`config.mk`:
```
export PLATFORM = sky130hd
export DESIGN_NAME = eirq_top
export DESIGN_NICKNAME = d
export VERILOG_FILES = /design/src/hw/eirq_pkg.sv /design/src/hw/eirq_top.sv /design/src/hw/eirq_chan.sv
export SDC_FILE = /design/constraint.sdc
export NUM_CORES = 1
export LEC_CHECK = 0
export ABC_CLOCK_PERIOD_IN_PS = 2800
export BUFFER_PORTS_ARGS = -buffer_cell sky130_fd_sc_hd__buf_4
export CAP_MARGIN = 40
export CORE_MARGIN = 10
export CORE_UTILIZATION = 42
export CTS_CLUSTER_SIZE = 20
export DETAILED_ROUTE_END_ITERATION = 8
export GPL_TIMING_DRIVEN = 0
export HOLD_SLACK_MARGIN = 0.12
export PLACE_DENSITY = 0.8
export SYNTH_ARGS = -nofsm -noshare
export SYNTH_HDL_FRONTEND = slang
export SYNTH_SLANG_ARGS = --single-unit
```
`constraint.sdc`:
```
create_clock -name mclk -period 2.8 [get_ports mclk]
set_clock_uncertainty 0.2 [all_clocks]
set_input_delay 0.56 -clock mclk [delete_from_list [all_inputs] [get_ports mclk]]
set_output_delay 0.56 -clock mclk [all_outputs]
set_load 0.01 [all_outputs]
```
`src/hw/eirq_pkg.sv`:
```
// Package for the external interrupt input block: register map, field layout,
// reset values and pipeline figures.
// Assumes a single 25 MHz system clock and a synchronous active-low reset.
package eirq_pkg;

  localparam int EIRQ_NCH = 2;
  localparam int EIRQ_ADDR_W = 12;

  // Register byte addresses
  localparam logic [11:0] EIRQ_CFG_OFS = 12'h0e4;
  localparam logic [11:0] EIRQ_CTL_OFS = 12'h0e8;

  // Pin, polarity and select fields, laid out as the configuration register
  typedef struct packed {
    logic irq_one_polarity;
    logic [2:0] irq_one_pin_select;
    logic irq_zero_polarity;
    logic [2:0] irq_zero_pin_select;
  } eirq_cfg_t;

  localparam logic [7:0] EIRQ_CFG_RST = 8'h01;
  localparam logic [1:0] EIRQ_EDGE_RST = 2'h0;
  // Synchroniser reset level: inactive under the reset polarity (active low)
  localparam logic EIRQ_PIN_IDLE = 1'b1;

  // Bit positions in the timer control register
  localparam int EIRQ_CTL_EDGE0_BIT = 0;
  localparam int EIRQ_CTL_PEND0_BIT = 1;
  localparam int EIRQ_CTL_EDGE1_BIT = 2;
  localparam int EIRQ_CTL_PEND1_BIT = 3;

  // Settle counter after a register write
  localparam logic [2:0] EIRQ_QUIET_MAX = 3'h7;
  localparam logic [2:0] EIRQ_QUIET_MIN = 3'h4;

endpackage

```
`src/hw/eirq_top.sv`:
```
// External interrupt input block with its APB register slave.
// Operation
// - Polarity bits 7 and 3 of config; 0 active low, 1 active high.
// - Sensitivity bit per input; 1 edge sensitive, 0 level sensitive.
// - Pin select fields 6:4 and 2:0; code n picks port 0 pin n.
// - Logic only observes its pin, never drives or disturbs it.
// - Pending flags at timer control bits 1 and 3 drive core requests.
// - Edge mode: active transition sets flag; core vectoring clears it.
// - Level mode: flag equals active level of input, no latching.
// Assumes a core that pulses irq_ack for one cycle when it vectors.
//
// Implementation choice: register access over APB.
`timescale 1ns/1ps
`default_nettype none
module eirq_top
  import eirq_pkg::*;
(
  input wire logic mclk,
  input wire logic resetn,
  input wire logic psel,
  input wire logic penable,
  input wire logic pwrite,
  input wire logic [11:0] paddr,
  input wire logic [31:0] pwdata,
  output logic [31:0] prdata,
  output logic pready,
  output logic pslverr,
  input wire logic [7:0] port0_pin,
  input wire logic [1:0] irq_ack,
  output logic [1:0] irq_req
);

  eirq_cfg_t cfg_reg, cfg_next;
  logic [1:0] edge_reg, edge_next;
  logic pready_reg, pready_next;
  logic pslverr_reg, pslverr_next;
  logic [31:0] prdata_reg, prdata_next;
  logic [2:0] quiet_reg, quiet_next;
  logic [2:0] chan_sel [EIRQ_NCH];
  logic [1:0] chan_pol;
  logic [1:0] pend;
  logic accept, hit_cfg, hit_ctl;
  logic [31:0] rd_mux;

  assign hit_cfg = (paddr == EIRQ_CFG_OFS);
  assign hit_ctl = (paddr == EIRQ_CTL_OFS);
  assign accept = psel & penable & pready_reg;

  always_comb begin
    rd_mux = 32'h0;
    if (hit_cfg) begin
      rd_mux[7:0] = cfg_reg;
    end
    if (hit_ctl) begin
      rd_mux[EIRQ_CTL_EDGE0_BIT] = edge_reg[0];
      rd_mux[EIRQ_CTL_EDGE1_BIT] = edge_reg[1];
      rd_mux[EIRQ_CTL_PEND0_BIT] = pend[0];
      rd_mux[EIRQ_CTL_PEND1_BIT] = pend[1];
    end
  end

  // Bus slave: one wait state, answer registered
  always_comb begin
    pready_next = psel & penable & ~pready_reg;
    pslverr_next = pready_next & ~(hit_cfg | hit_ctl);
    prdata_next = (pready_next & ~pwrite) ? rd_mux : 32'h0;
    cfg_next = cfg_reg;
    edge_next = edge_reg;
    if (accept & pwrite & hit_cfg) begin
      cfg_next = pwdata[7:0];
    end
    if (accept & pwrite & hit_ctl) begin
      edge_next[0] = pwdata[EIRQ_CTL_EDGE0_BIT];
      edge_next[1] = pwdata[EIRQ_CTL_EDGE1_BIT];
    end
    if (accept & pwrite & (hit_cfg | hit_ctl)) begin
      quiet_next = 3'h0;
    end else if (quiet_reg == EIRQ_QUIET_MAX) begin
      quiet_next = quiet_reg;
    end else begin
      quiet_next = quiet_reg + 3'h1;
    end
  end

  always_ff @(posedge mclk) begin
    if (!resetn) begin
      cfg_reg <= EIRQ_CFG_RST;
      edge_reg <= EIRQ_EDGE_RST;
      pready_reg <= 1'b0;
      pslverr_reg <= 1'b0;
      prdata_reg <= 32'h0;
      quiet_reg <= 3'h0;
    end else begin
      cfg_reg <= cfg_next;
      edge_reg <= edge_next;
      pready_reg <= pready_next;
      pslverr_reg <= pslverr_next;
      prdata_reg <= prdata_next;
      quiet_reg <= quiet_next;
    end
  end

  assign chan_sel[0] = cfg_reg.irq_zero_pin_select;
  assign chan_sel[1] = cfg_reg.irq_one_pin_select;
  assign chan_pol = {cfg_reg.irq_one_polarity, cfg_reg.irq_zero_polarity};

  genvar c;
  generate
    for (c = 0; c < EIRQ_NCH; c++) begin : g_chan
      eirq_chan u_chan (
        .mclk(mclk),
        .resetn(resetn),
        .port0_pin(port0_pin),
        .pin_sel(chan_sel[c]),
        .pol(chan_pol[c]),
        .edge_mode(edge_reg[c]),
        .ack(irq_ack[c]),
        .pending(pend[c])
      );
    end
  endgenerate

  assign prdata = prdata_reg;
  assign pready = pready_reg;
  assign pslverr = pslverr_reg;
  assign irq_req = pend;

  // Checks
  logic [1:0] act;
  assign act[0] = port0_pin[chan_sel[0]] ~^ chan_pol[0];
  assign act[1] = port0_pin[chan_sel[1]] ~^ chan_pol[1];
endmodule // eirq_top
`default_nettype wire

```
`src/hw/eirq_chan.sv`:
```
// One external interrupt input: pin select, two-flop synchroniser,
// polarity, edge or level detection and the pending flag.
// Assumes pins and acknowledge are synchronous to mclk.
`timescale 1ns/1ps
`default_nettype none
module eirq_chan
  import eirq_pkg::*;
(
  input wire logic mclk,
  input wire logic resetn,
  input wire logic [7:0] port0_pin,
  input wire logic [2:0] pin_sel,
  input wire logic pol,
  input wire logic edge_mode,
  input wire logic ack,
  output logic pending
);

  logic sync1_reg, sync1_next;
  logic sync2_reg, sync2_next;
  logic prev_reg, prev_next;
  logic pend_reg, pend_next;
  logic active, prev_active, edge_seen;

  always_comb begin
    sync1_next = port0_pin[pin_sel];
    sync2_next = sync1_reg;
    prev_next = sync2_reg;
    active = sync2_reg ~^ pol;
    prev_active = prev_reg ~^ pol;
    edge_seen = active & ~prev_active;
    if (edge_mode) begin
      // set on edge, ack clears, set wins
      pend_next = edge_seen | (pend_reg & ~ack);
    end else begin
      pend_next = active;
    end
  end

  always_ff @(posedge mclk) begin
    if (!resetn) begin
      // Idle level, so no false request after reset
      sync1_reg <= EIRQ_PIN_IDLE;
      sync2_reg <= EIRQ_PIN_IDLE;
      prev_reg <= EIRQ_PIN_IDLE;
      pend_reg <= 1'b0;
    end else begin
      sync1_reg <= sync1_next;
      sync2_reg <= sync2_next;
      prev_reg <= prev_next;
      pend_reg <= pend_next;
    end
  end

  assign pending = pend_reg;

endmodule // eirq_chan
`default_nettype wire

```
==> results of run 1 <==
Yosys cell counts, drive strengths merged (3+ instances only):
cell type	number
mux2i	18
inv	4
dfxtp	28
nand2b	5
nand2	23
nor3	8
buf	32
nor2b	3
a22oi	4
kinds of logic after synthesis:
kind of cell           synth area share
AND/OR/NAND/NOR                   0.213
flip-flops                        0.386
XOR/XNOR                        0.00603
buffers and inverters             0.187
AO/OA/AOI/OAI                    0.0508
multiplexers                      0.155
other                           0.00258
worst max path at each step:
stage / slack [ns] / end / cells past startpoint / from
floorplan: 0.64 / cfg_reg[0]$_SDFFE_PN1P_ / 3 / paddr[9]
global placement: 0.37 / cfg_reg[5]$_SDFFE_PN0P_ / 4 / paddr[9]
detailed placement: 0.35 / cfg_reg[3]$_SDFFE_PN0P_ / 4 / paddr[9]
CTS: 0.70 / cfg_reg[5]$_SDFFE_PN0P_ / 4 / paddr[9]
global route: 0.63 / cfg_reg[3]$_SDFFE_PN0P_ / 4 / paddr[9]
finish: 0.70 / cfg_reg[5]$_SDFFE_PN0P_ / 4 / paddr[9]
metrics by stage:
step | area, µm² | setup slack (ns)
2_1_floorplan | 1540 | 0.637
3_3_place_gp | 1940 | 0.372
3_5_place_dp | 1940 | 0.351
4_1_cts | 1970 | 0.697
5_1_grt | 1970 | 0.629
6_report | 1970 | 0.701
power groups by stage:
stage                     Combinational (mW)  Sequential, mW  Clock, mW
after floorplan                       0.0717           0.416          0
after global placement                 0.119           0.416          0
after detailed placement               0.120           0.416          0
after CTS                              0.120           0.407      0.192
after global routing                   0.132           0.408      0.207
final                                  0.122           0.407      0.185
routing by layer:
layer,vias up,part of all wire,track usage
met5,-,0,0
met4,0,0.0025,0.00538
met3,2,0.073,0.0428
met2,32,0.54,0.188
met1,502,0.38,0.0907
li1,609,-,-
area by class of cell:
class / instances / area share
Inverter: 4 / 0.00761
Clock buffer: 4 / 0.0184
Tap cell: 46 / 0.0292
Buffer: 32 / 0.130
Sequential cell: 28 / 0.284
Timing Repair Buffer: 45 / 0.171
Multi-Input combinational cell: 109 / 0.359
==> PnR_summary.wiki, run 1 <==
{| class="wikitable"
! Metric !! Value
|-
| Initial cell density of the core || 0.436
|-
| Slack of the worst reg-to-reg path || 1.08 ns
|-
| Outcome || finished, final reports clean
|-
| Post-synthesis instance total || 150
|-
| Global-route wire length before repair || 4890 µm
|-
| Number of buffers inserted during clock tree synthesis || 3
|-
| Switching share of total power || 0.221
|-
| Area of the core || 0.00334 mm²
|-
| 1st-pass router iterations || 4
|-
| EDFF count, synth || 0
|-
| Cell chain of the critical path || buf_4, or4_4, nor4_4, mux2i_1
|-
| Global-route usage over all layers || 0.0946
|-
| Pin count of the biggest net entering global routing || 16
|-
| Number of sinks on the clock net || 28
|-
| Area occupied by multi-input gates || 708 µm²
|-
| Detailed-route wire length per cell || 11.8 µm
|-
| Placer congestion estimate || 0.838
|-
| Proportion of register bits with asynchronous set or reset after synthesis || 0
|-
| Count of non-filler cells in the finished layout || 268
|-
| Count of state elements after synthesis || 28
|-
| Cts-stage hold buffer count || 0
|-
| Worst min-delay path startpoint || g_chan[1].u_chan.sync1_reg$_SDFF_PN1_
|-
| Number of hold-slack violations in the final timing report || 0
|-
| Worst hold endpoint || g_chan[1].u_chan.prev_next$_SDFF_PN1_
|-
| Post-synth top flop || sky130_fd_sc_hd__dfxtp_1
|-
| Classification of the worst-slack hold path || reg2reg
|-
| Clk_lat worst skew || 0.32 ns
|-
| TritonCTS clock tree || built
|-
| Final core utilization || 0.591
|-
| Top cells by area in the synthesized netlist || sky130_fd_sc_hd__dfxtp_1 39%, sky130_fd_sc_hd__buf_4 13%, sky130_fd_sc_hd__mux2i_1 12%
|-
| Clock transition at path regs || 0.14 ns
|-
| Placed cell count || 264
|-
| RSZ-0062 raised after global routing || no
|-
| Final Setup Violations || 0
|-
| Worst hold margin || 0.226 ns
|-
| Share of the synthesized area in the top cell type || 0.386
|-
| Sum of internal, switching and leakage power || 0.714 mW
|-
| Detailed-route DRC error count || 0
|-
| Setup CP Type || in2reg
|-
| Number of nets in the layout || 282
|-
| Internal cell power || 0.556 mW
|-
| Number of buffers and inverters on the critical path || 1
|-
| End of the worst register-to-register path || cfg_reg[5]$_SDFFE_PN0P_
|-
| Buffers from clock root to sink, at most || 2
|-
| Commonest cells after routing, fill and taps aside || 71 x sky130_fd_sc_hd__buf_4, 28 x sky130_fd_sc_hd__dfxtp_1, 24 x sky130_fd_sc_hd__conb_1
|-
| Start of the worst register-to-register path || pready$_SDFF_PN0_
|-
| CP top delay family || simple AND/OR/NAND/NOR gates
|-
| Part of the Yosys area used for sequential elements || 0.386
|-
| Most common cell after layout, fill and taps aside || sky130_fd_sc_hd__buf_4
|-
| Detail Placement HPWL || 2770 µm
|-
| Final period demand of the worst path || 2.10 ns
|-
| Number of primary I/O pins || 95
|-
| DRC marker count from the first detailed-route iteration || 33
|-
| Slew of the pin with the lowest slew margin || 0.728 ns
|-
| Fraction of final layout cells sized beyond drive strength 1 || 0.396
|-
| Synthesized area divided by synthesized cell count || 9.69 µm²
|-
| Mean number of vias per cell || 4.27
|-
| Post-route fraction of the period consumed by the critical path || 0.750
|-
| Yosys warnings || 0
|-
| Antenna cells || 0
|-
| Post-cts resize count || 0
|-
| Synthesis-to-layout area growth || 35.6%
|-
| Switch Pwr || 0.158 mW
|-
| Combined area of all synthesized cells || 0.00145 mm²
|-
| Reported leakage power || 0.876 nW
|-
| DIE HEIGHT || 78.8 µm
|-
| Number of distinct library cells after synthesis || 33
|-
| Worst hold path cell count || 1
|-
| Die area || 0.00621 mm²
|-
| Filler cells || 315
|-
| Post-CTS setup repair buffer count || 0
|-
| Die W || 78.8 µm
|-
| Peak per-stage delay on the critical path || 0.68 ns
|-
| Share of total power in combinational logic || 0.171
|-
| # port buffers || 45
|-
| Via count || 1145
|-
| Normalized max-slew margin || 0.511
|-
| Summed negative setup slack over all endpoints || 0 ns
|-
| Worst voltage drop across the vdd grid || 0.288 mV
|-
| Maximum capacitance violations || 0
|-
| Area occupied by registers || 561 µm²
|-
| Number of global-route vias before repair || 1127
|-
| CTS Root Cell || sky130_fd_sc_hd__clkbuf_4
|-
| Power density normalized to cell area || 362 mW/mm²
|-
| Initial antenna violation count || 0
|-
| Launching element type of the critical path || input pin
|-
| Crit. End Element || register
|-
| Total gr overflow || 0
|-
| Arrival time worst endpoint || 2.15 ns
|-
| Part of the power in registers || 0.570
|-
| Required time of the critical path || 2.85 ns
|-
| Level count of the clock H-tree || 1
|-
| CP max-delay cell || sky130_fd_sc_hd__nor4_4
|-
| F_max || 0.476 GHz
|-
| Cell type with the largest total area after synthesis || sky130_fd_sc_hd__dfxtp_1
|-
| Final Slew Violations || 0
|-
| Worst-case reg-to-reg path depth || 3
|-
| Total routed wirelength || 3160 µm
|-
| Highest fanout seen on the critical path || 8
|-
| Standard-cell rows || 21
|-
| Share of total power in the clock network || 0.259
|-
| Final antenna-violating net count || 0
|}
No activity file was read; power rests on OpenSTA's default activity.
==> run 2: changes to the inputs <==
Settings changed: ABC_AREA from default to 1, ABC_CLOCK_PERIOD_IN_PS 2800 to 2200, PLACE_DENSITY 0.8 to 0.79.
Clock period 2.8 ns to 2.2 ns, I/O delays scaled along.
==> run 2 against run 1 <==
Compared with the run above:
- hold slack worse by 0.066 ns
- non-clock buffer count shrank 2
- utilization increased by 1.5 points
- clock-buffer cell count shrank 1
- largest cell class unchanged
- highest routed layer unchanged
==> PnR_summary.wiki, run 2 <==
{| class="wikitable"
! Metric !! Value
|-
| Total routed wirelength || 3600 µm (+14%)
|-
| EDFF count, synth || 0 (unchanged)
|-
| Post-synth top flop || sky130_fd_sc_hd__dfxtp_1
|-
| Global-route usage over all layers || 0.110 (+0.0155)
|-
| Final core utilization || 0.606 (+0.0153)
|-
| Buffers from clock root to sink, at most || 2 (unchanged)
|-
| Worst hold margin || 0.160 ns (-0.0661 ns)
|-
| Count of state elements after synthesis || 28 (unchanged)
|-
| Met1 Track Usage GR || 0.116 (+0.0250)
|-
| Proportion of register bits with asynchronous set or reset after synthesis || 0 (unchanged)
|-
| Post-route fraction of the period consumed by the critical path || 0.717
|-
| Clk_lat worst skew || 0.32 ns (about the same)
|-
| Worst hold endpoint || cfg_reg[2]$_SDFFE_PN0P_
|-
| Synthesized area divided by synthesized cell count || 6.77 µm² (-30%)
|-
| Start point of the critical path || g_chan[0].u_chan.pending$_SDFF_PN0_
|-
| List of most frequent post-synthesis cells || 57 x sky130_fd_sc_hd__nand2_1, 31 x sky130_fd_sc_hd__inv_1, 28 x sky130_fd_sc_hd__dfxtp_1, 26 x sky130_fd_sc_hd__buf_4, 22 x sky130_fd_sc_hd__nor2_1
|-
| Post-synthesis instance total || 226 (+51%)
|-
| Maximum capacitance violations || 0 (unchanged)
|-
| Summed negative setup slack over all endpoints || 0 ns (unchanged)
|-
| GR Util met2 || 0.200 (+0.0123)
|-
| F_max || 0.634 GHz
|-
| Number of sinks on the clock net || 28 (unchanged)
|-
| Initial cell density of the core || 0.448 (+0.0119)
|-
| Post-CTS setup repair buffer count || 0 (unchanged)
|-
| Filler cells || 337 (+7.0%)
|-
| Worst hold path cell count || 3 (+2)
|-
| CP max-delay cell || sky130_fd_sc_hd__dfxtp_1
|-
| Via count || 1460 (+28%)
|-
| Synthesis-to-layout area growth || 35.4%
|-
| Initial antenna violation count || 0 (unchanged)
|-
| Power density normalized to cell area || 484 mW/mm² (+34%)
|-
| RSZ-0062 raised after global routing || no
|-
| Number of nets in the layout || 359 (+27%)
|-
| 1st-pass router iterations || 4 (unchanged)
|-
| Area of the core || 0.00342 mm² (+2.4%)
|-
| Post-layout worst setup margin || 0.622 ns (-0.0790 ns)
|-
| Combined area of all synthesized cells || 0.00153 mm² (+5.2%)
|-
| Part of the Yosys area used for sequential elements || 0.367 (-0.0189)
|-
| Detail Placement HPWL || 3060 µm (+11%)
|-
| Clock transition at path regs || 0.15 ns (about the same)
|-
| Worst min-delay path startpoint || resetn
|-
| Placer congestion estimate || 0.832 (-0.69%)
|-
| Cell chain of the critical path || buf_4, buf_4
|-
| DRC marker count from the first detailed-route iteration || 102 (+210%)
|-
| Outcome || finished, final reports clean
|-
| CTS Root Cell || sky130_fd_sc_hd__clkbuf_4
|-
| Highest fanout seen on the critical path || 3 (-5)
|-
| TritonCTS clock tree || built
|-
| Total gr overflow || 0 (unchanged)
|-
| Number of distinct library cells after synthesis || 20 (-39%)
|-
| Post-cts resize count || 0 (unchanged)
|-
| Launching element type of the critical path || register
|-
| Worst voltage drop across the vdd grid || 0.262 mV (-9.2%)
|-
| Pin count of the biggest net entering global routing || 17 (+1)
|-
| DIE HEIGHT || 80.3 µm (+1.9%)
|-
| Cts-stage hold buffer count || 0 (unchanged)
|-
| Number of global-route vias before repair || 1473 (+31%)
|-
| Die W || 80.3 µm (+1.9%)
|-
| Detailed-route wire length per cell || 10.4 µm (-12%)
|-
| Standard-cell rows || 21 (unchanged)
|-
| Commonest cells after routing, fill and taps aside || 72 x sky130_fd_sc_hd__buf_4, 57 x sky130_fd_sc_hd__nand2_1, 31 x sky130_fd_sc_hd__inv_1
|-
| Cell type with the largest total area after synthesis || sky130_fd_sc_hd__dfxtp_1
|-
| Final Slew Violations || 0 (unchanged)
|-
| Met3 global-route usage || 0.0401 (-0.00270)
|-
| Antenna cells || 0 (unchanged)
|-
| Fraction of final layout cells sized beyond drive strength 1 || 0.321 (-0.0753)
|-
| End of the worst register-to-register path || edge_reg[0]$_SDFFE_PN0P_
|-
| Classification of the worst-slack hold path || in2reg
|-
| Global-route wire length before repair || 5980 µm (+22%)
|-
| Final antenna-violating net count || 0 (unchanged)
|-
| Reported leakage power || 1.12 nW (+27%)
|-
| Level count of the clock H-tree || 1 (unchanged)
|-
| Placed cell count || 341 (+29%)
|-
| Most common cell type on the critical path || sky130_fd_sc_hd__buf_4
|-
| # port buffers || 46 (+2.2%)
|-
| Number of primary I/O pins || 95 (unchanged)
|-
| Most common cell after layout, fill and taps aside || sky130_fd_sc_hd__buf_4
|-
| Dominant cell by count in the synthesized netlist || sky130_fd_sc_hd__nand2_1
|-
| Mean number of vias per cell || 4.23 (-0.95%)
|-
| Number of buffers inserted during clock tree synthesis || 3 (unchanged)
|-
| Start of the worst register-to-register path || pready$_SDFF_PN0_
|-
| Final Setup Violations || 0 (unchanged)
|-
| Count of non-filler cells in the finished layout || 345 (+29%)
|-
| Final period demand of the worst path || 1.58 ns
|-
| Detailed-route DRC error count || 0 (unchanged)
|-
| Slack of the worst reg-to-reg path || 0.72 ns (-0.36 ns)
|-
| Crit. End Element || output pin
|-
| Pre-CTS setup slack || 0.478 ns (+0.127 ns)
|-
| Arrival time worst endpoint || 0.94 ns (-1.21 ns)
|-
| Yosys warnings || 0 (unchanged)
|-
| Busiest grt layer || met2
|-
| Worst-case reg-to-reg path depth || 6 (+3)
|-
| Number of hold-slack violations in the final timing report || 0 (unchanged)
|-
| Peak per-stage delay on the critical path || 0.36 ns (-0.32 ns)
|-
| Top cells by area in the synthesized netlist || sky130_fd_sc_hd__dfxtp_1 37%, sky130_fd_sc_hd__nand2_1 14%, sky130_fd_sc_hd__buf_4 13%
|-
| Share of the synthesized area in the top cell type || 0.367 (-0.0189)
|-
| Required time of the critical path || 1.56 ns (-1.29 ns)
|-
| Die area || 0.00645 mm² (+3.8%)
|-
| Setup CP Type || reg2out
|}
## run 2: where the power goes
part / internal, mW / leakage (nW) / switching, mW
sequential: 0.514 / 0.227 / 0.00392
clock: 0.184 / 0.0279 / 0.150
combinational: 0.0841 / 0.861 / 0.0661
## run 2: logic make-up after synthesis
family | share of synthesized area
other | 0.00245
and+or+nand+nor | 0.381
AOI/OAI and AO/OA | 0.0213
buffers and inverters | 0.228
DFF | 0.367
## run 2: layout make-up
type                       instances  area [µm²]  area share
clock inverter                     1        30.0      0.0145
tap                               46        57.6      0.0278
buffer                            29         210       0.102
clock buffer                       3        22.5      0.0109
multi-input combinational        155         706       0.341
sequential                        28         561       0.271
timing repair buffer              46         345       0.167
inverter                          37         139      0.0671
## run 2: metrics by stage
stage / instance area [µm²] / total power, mW
floorplan: 1620 / 0.615
global placement: 2020 / 0.675
detailed placement: 2020 / 0.677
CTS: 2070 / 1.00
global route: 2070 / 1.04
finish: 2070 / 1.00
## run 2: worst max-delay path by stage
stage / end / cells past startpoint / slack (ns)
floorplan: edge_reg[0]$_SDFFE_PN0P_ / 7 / 0.77
global placement: edge_reg[1]$_SDFFE_PN0P_ / 8 / 0.50
detailed placement: edge_reg[0]$_SDFFE_PN0P_ / 8 / 0.48
CTS: irq_req[0] / 2 / 0.61
global route: irq_req[0] / 2 / 0.59
finish: irq_req[0] / 2 / 0.62
## run 2: critical path, delay by kind of cell, from the launching register on
kind	cells	cell delay [ns]
buffers and inverters	2	0.26
DFF	1	0.36
## run 2: per-layer routing
| layer | wire length [µm] | part of all wire |
|---|---|---|
| met4 | 32 | 0.0089 |
| met5 | 0 | 0 |
| met3 | 353 | 0.098 |
| met2 | 1700 | 0.47 |
| met1 | 1510 | 0.42 |
